## src/bt_defines.vh

```
// Register map, field positions and reset values of the baud timer
`ifndef BT_DEFINES_VH
`define BT_DEFINES_VH

// Register indices as printed; byte address is four times the index
`define BT_IDX_SERIAL_STATUS   8'h0c
`define BT_IDX_TIMER_COUNT     8'h0e
`define BT_IDX_PULSE_PRESET    8'h0f
`define BT_IDX_TIMER_CONTROL   8'h0c
`define BT_IDX_IRQ_ENABLE      8'h0f

// Control space base, separates the indices that share a number
`define BT_CTRL_SPACE_BASE     8'h40

`define BT_ADDR_SERIAL_STATUS  8'h30
`define BT_ADDR_TIMER_COUNT    8'h38
`define BT_ADDR_PULSE_PRESET   8'h3c
`define BT_ADDR_TIMER_CONTROL  8'h70
`define BT_ADDR_IRQ_ENABLE     8'h7c

// Field positions
`define BT_CTRL_RUN_BIT        2
`define BT_MATCH_FLAG_BIT      4
`define BT_MATCH_IRQ_EN_BIT    3

// Prescale select encodings
`define BT_PRESC_DIV1          2'h0
`define BT_PRESC_DIV4          2'h1
`define BT_PRESC_DIV8          2'h2
`define BT_PRESC_DIV16         2'h3

// Fixed divide by four ahead of the prescaler
`define BT_OSC_DIV             6'h04

// Terminal prescaler state per ratio, fixed divide by four folded in
`define BT_PRESC_LAST_DIV1     6'h03
`define BT_PRESC_LAST_DIV4     6'h0f
`define BT_PRESC_LAST_DIV8     6'h1f
`define BT_PRESC_LAST_DIV16    6'h3f

// Reset values
`define BT_RST_COUNT           8'h00
`define BT_RST_PRESET          8'h00
`define BT_RST_CONTROL         3'h0
`define BT_RST_PRESC           6'h00

`endif

```

## src/bt_baud_timer.v

```verilog
// Baud timer: 8-bit up-counter with prescaler and match output
//
// Notes on behaviour
// - Eight-bit up-counter behind a prescaler, input clock is the oscillator over four.
// - Prescaler divides by one, four, eight or sixteen only.
// - Control bits one and zero pick ratio: 00/1, 01/4, 10/8, 11/16.
// - Prescaler cleared on writes to counter or control, and on reset.
// - Counter readable and writable, cleared to zero on reset.
// - Control bit two runs the timer; zero halts it to save power.
// - Counter increments per prescaled tick until equal to preset, then returns to zero.
// - On match the output level toggles and the match flag sets together.
// - Timer output feeds the serial shift clock when selected as source.
// - Match flag lives in bit four of the serial status register.
// - Bit three of interrupt control enables the match interrupt.
//
// Decided for this implementation: the plain strobed port.
`timescale 1ns/1ps
`include "bt_defines.vh"

module bt_baud_timer (
    input  wire       ref_clk,
    input  wire       rst_n,
    input  wire [7:0] reg_addr,
    input  wire [7:0] reg_wdata,
    input  wire       reg_wr,
    input  wire       reg_rd,
    output reg  [7:0] reg_rdata,
    input  wire       serial_clk_sel_timer,
    output reg        timer_out,
    output reg        serial_shift_clk,
    output wire       irq
);

    // Counter and its preset
    reg  [7:0] count_q;
    reg  [7:0] count_d;
    reg  [7:0] preset_q;
    reg  [7:0] preset_d;

    // Control: run bit and prescale select
    reg  [2:0] control_q;
    reg  [2:0] control_d;

    // Prescaler, fixed divide by four folded in
    reg  [5:0] presc_q;
    reg  [5:0] presc_d;

    // Match flag and its interrupt enable
    reg        flag_q;
    reg        flag_d;
    reg        irq_en_q;
    reg        irq_en_d;

    // Output levels and read path
    reg        timer_out_d;
    reg        shift_clk_d;
    reg  [7:0] rdata_d;
    reg  [7:0] rdata_q_d;

    // Exact byte-address match; a partial decode would alias shared indices
    function reg_hit;
        input [7:0] addr;
        input [7:0] target;
        begin
            reg_hit = (addr == target);
        end
    endfunction

    // Last prescaler state before a tick
    function [5:0] presc_last;
        input [1:0] sel;
        begin
            case (sel)
                `BT_PRESC_DIV1: begin
                    presc_last = `BT_PRESC_LAST_DIV1;
                end
                `BT_PRESC_DIV4: begin
                    presc_last = `BT_PRESC_LAST_DIV4;
                end
                `BT_PRESC_DIV8: begin
                    presc_last = `BT_PRESC_LAST_DIV8;
                end
                default: begin
                    presc_last = `BT_PRESC_LAST_DIV16;
                end
            endcase
        end
    endfunction

    // Write decodes
    wire wr_count   = reg_wr && reg_hit(reg_addr, `BT_ADDR_TIMER_COUNT);
    wire wr_preset  = reg_wr && reg_hit(reg_addr, `BT_ADDR_PULSE_PRESET);
    wire wr_control = reg_wr && reg_hit(reg_addr, `BT_ADDR_TIMER_CONTROL);
    wire wr_status  = reg_wr && reg_hit(reg_addr, `BT_ADDR_SERIAL_STATUS);
    wire wr_irq_en  = reg_wr && reg_hit(reg_addr, `BT_ADDR_IRQ_ENABLE);

    // Read decodes
    wire rd_count   = reg_hit(reg_addr, `BT_ADDR_TIMER_COUNT);
    wire rd_preset  = reg_hit(reg_addr, `BT_ADDR_PULSE_PRESET);
    wire rd_control = reg_hit(reg_addr, `BT_ADDR_TIMER_CONTROL);
    wire rd_status  = reg_hit(reg_addr, `BT_ADDR_SERIAL_STATUS);
    wire rd_irq_en  = reg_hit(reg_addr, `BT_ADDR_IRQ_ENABLE);

    wire run     = control_q[`BT_CTRL_RUN_BIT];
    wire restart = wr_count || wr_control;
    wire at_last = (presc_q == presc_last(control_q[1:0]));

    // A write that restarts the prescaler also swallows a tick due that cycle,
    // so the first tick after any such write is always a full period away
    wire tick  = run && at_last && !restart;
    wire match = tick && (count_q == preset_q);

    // Prescaler next value; a halted timer holds it so nothing toggles
    always @* begin
        presc_d = presc_q;
        if (restart) begin
            presc_d = `BT_RST_PRESC;
        end else if (tick) begin
            presc_d = `BT_RST_PRESC;
        end else if (run) begin
            presc_d = presc_q + 6'h01;
        end
    end

    always @(posedge ref_clk or negedge rst_n) begin
        if (!rst_n) begin
            presc_q <= `BT_RST_PRESC;
        end else begin
            presc_q <= presc_d;
        end
    end

    // Counter next value; a software write beats a tick in the same cycle
    always @* begin
        count_d = count_q;
        if (wr_count) begin
            count_d = reg_wdata;
        end else if (match) begin
            count_d = 8'h00;
        end else if (tick) begin
            count_d = count_q + 8'h01;
        end
    end

    always @(posedge ref_clk or negedge rst_n) begin
        if (!rst_n) begin
            count_q <= `BT_RST_COUNT;
        end else begin
            count_q <= count_d;
        end
    end

    // Preset; software must load it before starting the timer
    always @* begin
        preset_d = preset_q;
        if (wr_preset) begin
            preset_d = reg_wdata;
        end
    end

    always @(posedge ref_clk or negedge rst_n) begin
        if (!rst_n) begin
            preset_q <= `BT_RST_PRESET;
        end else begin
            preset_q <= preset_d;
        end
    end

    // Control; upper bits are not stored at all
    always @* begin
        control_d = control_q;
        if (wr_control) begin
            control_d = reg_wdata[2:0];
        end
    end

    always @(posedge ref_clk or negedge rst_n) begin
        if (!rst_n) begin
            control_q <= `BT_RST_CONTROL;
        end else begin
            control_q <= control_d;
        end
    end

    // Interrupt enable; only the match enable bit is kept
    always @* begin
        irq_en_d = irq_en_q;
        if (wr_irq_en) begin
            irq_en_d = reg_wdata[`BT_MATCH_IRQ_EN_BIT];
        end
    end

    always @(posedge ref_clk or negedge rst_n) begin
        if (!rst_n) begin
            irq_en_q <= 1'b0;
        end else begin
            irq_en_q <= irq_en_d;
        end
    end

    // Match flag: a match in the clearing cycle keeps it set,
    // so software can never lose an event by clearing late
    always @* begin
        flag_d = flag_q;
        if (match) begin
            flag_d = 1'b1;
        end else if (wr_status && !reg_wdata[`BT_MATCH_FLAG_BIT]) begin
            flag_d = 1'b0;
        end
    end

    always @(posedge ref_clk or negedge rst_n) begin
        if (!rst_n) begin
            flag_q <= 1'b0;
        end else begin
            flag_q <= flag_d;
        end
    end

    // Output level flips on every match
    always @* begin
        timer_out_d = timer_out;
        if (match) begin
            timer_out_d = ~timer_out;
        end
    end

    // Shift clock follows the output level in the same cycle when selected
    always @* begin
        shift_clk_d = 1'b0;
        if (serial_clk_sel_timer) begin
            shift_clk_d = timer_out_d;
        end
    end

    always @(posedge ref_clk or negedge rst_n) begin
        if (!rst_n) begin
            timer_out <= 1'b0;
        end else begin
            timer_out <= timer_out_d;
        end
    end

    always @(posedge ref_clk or negedge rst_n) begin
        if (!rst_n) begin
            serial_shift_clk <= 1'b0;
        end else begin
            serial_shift_clk <= shift_clk_d;
        end
    end

    assign irq = flag_q & irq_en_q;

    // Read multiplexer; unmapped addresses read zero
    always @* begin
        rdata_d = 8'h00;
        if (rd_status) begin
            rdata_d = {3'h0, flag_q, 4'h0};
        end else if (rd_count) begin
            rdata_d = count_q;
        end else if (rd_preset) begin
            rdata_d = preset_q;
        end else if (rd_control) begin
            rdata_d = {5'h00, control_q};
        end else if (rd_irq_en) begin
            rdata_d = {4'h0, irq_en_q, 3'h0};
        end
    end

    // Read data stand one cycle only, zero otherwise
    always @* begin
        rdata_q_d = 8'h00;
        if (reg_rd) begin
            rdata_q_d = rdata_d;
        end
    end

    always @(posedge ref_clk or negedge rst_n) begin
        if (!rst_n) begin
            reg_rdata <= 8'h00;
        end else begin
            reg_rdata <= rdata_q_d;
        end
    end

endmodule // bt_baud_timer

```

## config.mk

```make
export PLATFORM = sky130hd
export DESIGN_NAME = bt_baud_timer
export DESIGN_NICKNAME = d
export VERILOG_FILES = /design/src/bt_baud_timer.v
export VERILOG_INCLUDE_DIRS = /design/src /design/src/src
export SDC_FILE = /design/constraint.sdc
export NUM_CORES = 1
export LEC_CHECK = 0
export ABC_AREA = 1
export BUFFER_PORTS_ARGS = -buffer_cell sky130_fd_sc_hd__buf_4
export CORE_MARGIN = 5
export CORE_UTILIZATION = 50
export DETAILED_ROUTE_END_ITERATION = 7
export GPL_TIMING_DRIVEN = 0
export PLACE_DENSITY_LB_ADDON = 0.08
export SETUP_SLACK_MARGIN = 0.3
export SKIP_LAST_GASP = 1
export SYNTH_ARGS = -nofsm -noshare
export SYNTH_HDL_FRONTEND = slang
export SYNTH_SLANG_ARGS = --single-unit
export TNS_END_PERCENT = 5
```

## constraint.sdc

```tcl
create_clock -name ref_clk -period 1.3 [get_ports ref_clk]
set_input_delay 0.195 -clock ref_clk [delete_from_list [all_inputs] [get_ports ref_clk]]
set_output_delay 0.195 -clock ref_clk [all_outputs]
set_load 0.03 [all_outputs]
```

==> flow_metrics.env <==
export IMPL_ys_seq_area_share_pct=42.0
export IMPL_timing_hold_ws_ps=125
export IMPL_worstMarginPinSlew_ps=473
export IMPL_ant_nets=0
export IMPL_synth_top_cell_area_share_pct=42.0
export IMPL_period_needed_ps=1650
export IMPL_powerDensity_nw_per_um2=1040
export IMPL_dr_pass1_iters=4
export IMPL_pin_count=32
export IMPL_syn_nets=312
export IMPL_grt_pass1_wl_um=8980
export IMPL_place_congestion=0.804
export IMPL_drt_iter0_markers=99
export IMPL_clock_root_buffer="clkbuf_8"
export IMPL_synthTopCellsByArea="dfrtp_1, nand2_1, inv_1"
export IMPL_min_path_cells=3
export IMPL_crit_chain="buf_2 > xor2_1 > nor2_1 > nand2_1 > nor2_1 > nand2_4 > buf_6 > nand3_2 > a21oi_2"
export IMPL_dpl_hpwl_um=3680
export IMPL_num_vias=1961
export IMPL_power_frac_seq_pct=47.6
export IMPL_critPathBufInv=2
export IMPL_finalPower_w=0.00291
export IMPL_die_area_um2=5840
export IMPL_slew_violations=0
export IMPL_cp_required_ps=1480
export IMPL_multiInputGateArea_um2=1130
export IMPL_crit_top_cell="nor2_1"
export IMPL_worstSetupStartpointType="flop"
export IMPL_rsz0062_at_grt="true"
export IMPL_coreArea_um2=4320
export IMPL_internal_power_w=0.00197
export IMPL_ir_worst_vdd_mv=0.791
export IMPL_crit_fanout=8
export IMPL_comb_power_share_pct=25.2
export IMPL_clock_latency_ps=300
export IMPL_synthFlopType="dfrtp_1"
export IMPL_num_rows=24
export IMPL_power_frac_clock_pct=27.2
export IMPL_synth_top_area_cell="dfrtp_1"
export IMPL_ys_ff_latch=37
export IMPL_syn_cell_area_um2=2200
export IMPL_io_buffers=31
export IMPL_via_per_inst=4.98
export IMPL_synthCells=289
export IMPL_status="complete, but fails checks"
export IMPL_async_reset_ff_share_pct=100
export IMPL_wirelength_um=5110
export IMPL_cts_tree="built"
export IMPL_cts_reportedPaths_clkPinSlew_ps=80
export IMPL_area_growth_syn_to_layout_pct=27.2
export IMPL_n_fill_cell=390
export IMPL_die_y_um=76.4
export IMPL_drive_above_1_share_pct=30.4
export IMPL_violations="setup timing"
export IMPL_p_leak_nw=1.54
export IMPL_grt_ovfl_total=0
export IMPL_max_freq_ghz=0.605
export IMPL_grt_use_total_pct=18.8
export IMPL_drc=0
export IMPL_relSlewSlack_pct=68.5
export IMPL_ys_types=36
export IMPL_post_route_period_util_pct=127
export IMPL_avgSynthCellArea_um2=7.63
export IMPL_die_w_um=76.4
export IMPL_cts_sinks=37
export IMPL_hold_end="count_q[1]"
export IMPL_finalHoldViolCount=0
export IMPL_start_util_pct=51.0
export IMPL_critPathMaxStageDelay_ps=360
export IMPL_slowest_stage="dfrtp_1"
export IMPL_cts_buffer_depth=2
export IMPL_switchingPower_w=0.000938
export IMPL_dp_cells=372
export IMPL_grt_start_max_net_pins=38
export IMPL_stdcell_count=394
export IMPL_arrival_ps=1840
export IMPL_seq_area_um2=926
export IMPL_critPathTopFamily="simple AND/OR/NAND/NOR gates"
export IMPL_criticalPathCategory="reg2reg"
export IMPL_stdcell_area_um2=2800
export IMPL_grt_pass1_vias=1918
export IMPL_synth_edf_count=0
export IMPL_cp_end_kind="flop"
export IMPL_worst_slack_ps=-354
export IMPL_num_antenna_cells=0
export IMPL_drv_cap=0
export IMPL_h_tree_depth=2
export IMPL_finalSetupViolCount=17
export IMPL_timing_rr_end="count_q[2]"
export IMPL_min_path_type="in2reg"
export IMPL_r2r_start="count_q[4]"
export IMPL_cts_buffers=5
export IMPL_placed_area_um2=2500
export IMPL_rr_worst_depth=9
export IMPL_r2r_setup_slack_ps=-350
export IMPL_routedWlPerCell_um=13.0
export IMPL_pre_cts_ws_ps=-369
export IMPL_skew_ps=11.2
export IMPL_swShare_pct=32.3
export IMPL_antenna_found_initial=0
export IMPL_hp_start="reg_wdata[1]"
export IMPL_layout_nets=364
export IMPL_ys_warn_count=0
state kept, by name, indices dropped and copies added, names as in the netlist, 3 cells and up:
| signal | cells |
|---|---|
| control_q | 3 |
| count_q | 8 |
| presc_q | 6 |
| preset_q | 8 |
| reg_rdata | 8 |
cell families (layout without fill, tap and decap cells):
family / Yosys count / after routing / synth area share (%)
flip-flops: 37 / 37 / 42.0
adder cells (fa/ha/maj): 2 / 2 / 1.13
AO/OA/AOI/OAI: 36 / 36 / 9.08
multiplexers: 4 / 4 / 2.38
buffers and inverters: 54 / 107 / 10.6
AND/OR/NAND/NOR: 144 / 144 / 30.0
XOR/XNOR: 12 / 12 / 4.77
synthesized netlist by cell type, types with 2 or more instances:
cell and n:
nand2_2 4, nand3_2 2, nand2_1 75, nand3b_1 2, dfrtp_1 37, o31ai_1 2
inv_2 12, nand3_1 20, inv_1 34, o21ai_0 14, nor3_4 2, buf_6 2
nor2_1 27, buf_2 3, xor2_1 11, nor2_2 3, mux2_4 2, ha_1 2
nand4_1 4, a21oi_1 14, mux2_2 2
tightest hold or removal path, stage by stage:
cell     delay [ps]
buf_4            80
nand2_1          40
nand3_1          70
per-layer routing:
metal	GRT usage, %	vias to the layer above	share of wire [%]
met5	0	-	0
met4	5.94	0	2.0
met3	5.44	10	4.9
met2	27.7	47	45
met1	26.5	894	48
li1	-	1010	-
how the worst max path moves through the flow:
stage                    start          to  slack (ps)  cells past startpoint
floorplan           presc_q[0]  count_q[0]        -170                     11
global placement    presc_q[0]  count_q[0]        -370                     10
detailed placement  presc_q[0]  count_q[0]        -370                     10
CTS                 presc_q[1]  count_q[0]        -290                     11
global route        count_q[4]  count_q[2]        -440                      9
finish              count_q[4]  count_q[2]        -350                      9
cells in the final DEF (no fill, tap or decap), types with 4 or more instances in the layout:
master and count:
inv_1 33, nor2_1 26, dfrtp_1 37, inv_2 12, nand3_2 5, a21oi_2 4
a21oi_1 10, buf_4 38, clkbuf_8 5, nand4_1 4, nand3_1 16, xor2_1 11
nand2_2 6, buf_6 8, o21ai_0 14, nand2_1 72
through the flow:
step	setup TNS [ps]	utilization [%]
floorplan	-1640	-
global placement	-5090	57.9
detailed placement	-5350	57.9
CTS	-3990	62.0
global route	-6160	64.8
finish	-4520	64.8
repair_timing:
| item | CTS | global route |
|---|---|---|
| endpoints found under the hold margin | 37 | 0 |
| pin swaps | 4 | 5 |
| resized for setup | 5 | 23 |
| buffers inserted | 6 | 6 |
| setup endpoints to repair | 42 | 44 |
| hold buffers | 1 | 0 |
| cloned | 1 | 0 |
cell type report:
class | instances | area share, %
plain buffers | 6 | 1.87
clock buffers | 5 | 2.45
repair buffers | 45 | 12.9
well taps | 52 | 2.32
clock inverters | 3 | 0.625
multi-input cells | 198 | 40.2
inverters | 48 | 6.56
flip-flops and latches | 37 | 33.0
power by group through the flow:
stage / clock [W] / sequential [W] / combinational [W]
floorplan: 0 / 0.00137 / 0.000416
global placement: 0 / 0.00140 / 0.000567
detailed placement: 0 / 0.00140 / 0.000581
CTS: 0.000819 / 0.00138 / 0.000669
global route: 0.000881 / 0.00140 / 0.000830
finish: 0.000792 / 0.00138 / 0.000731
(Power assumes the default switching activity.)
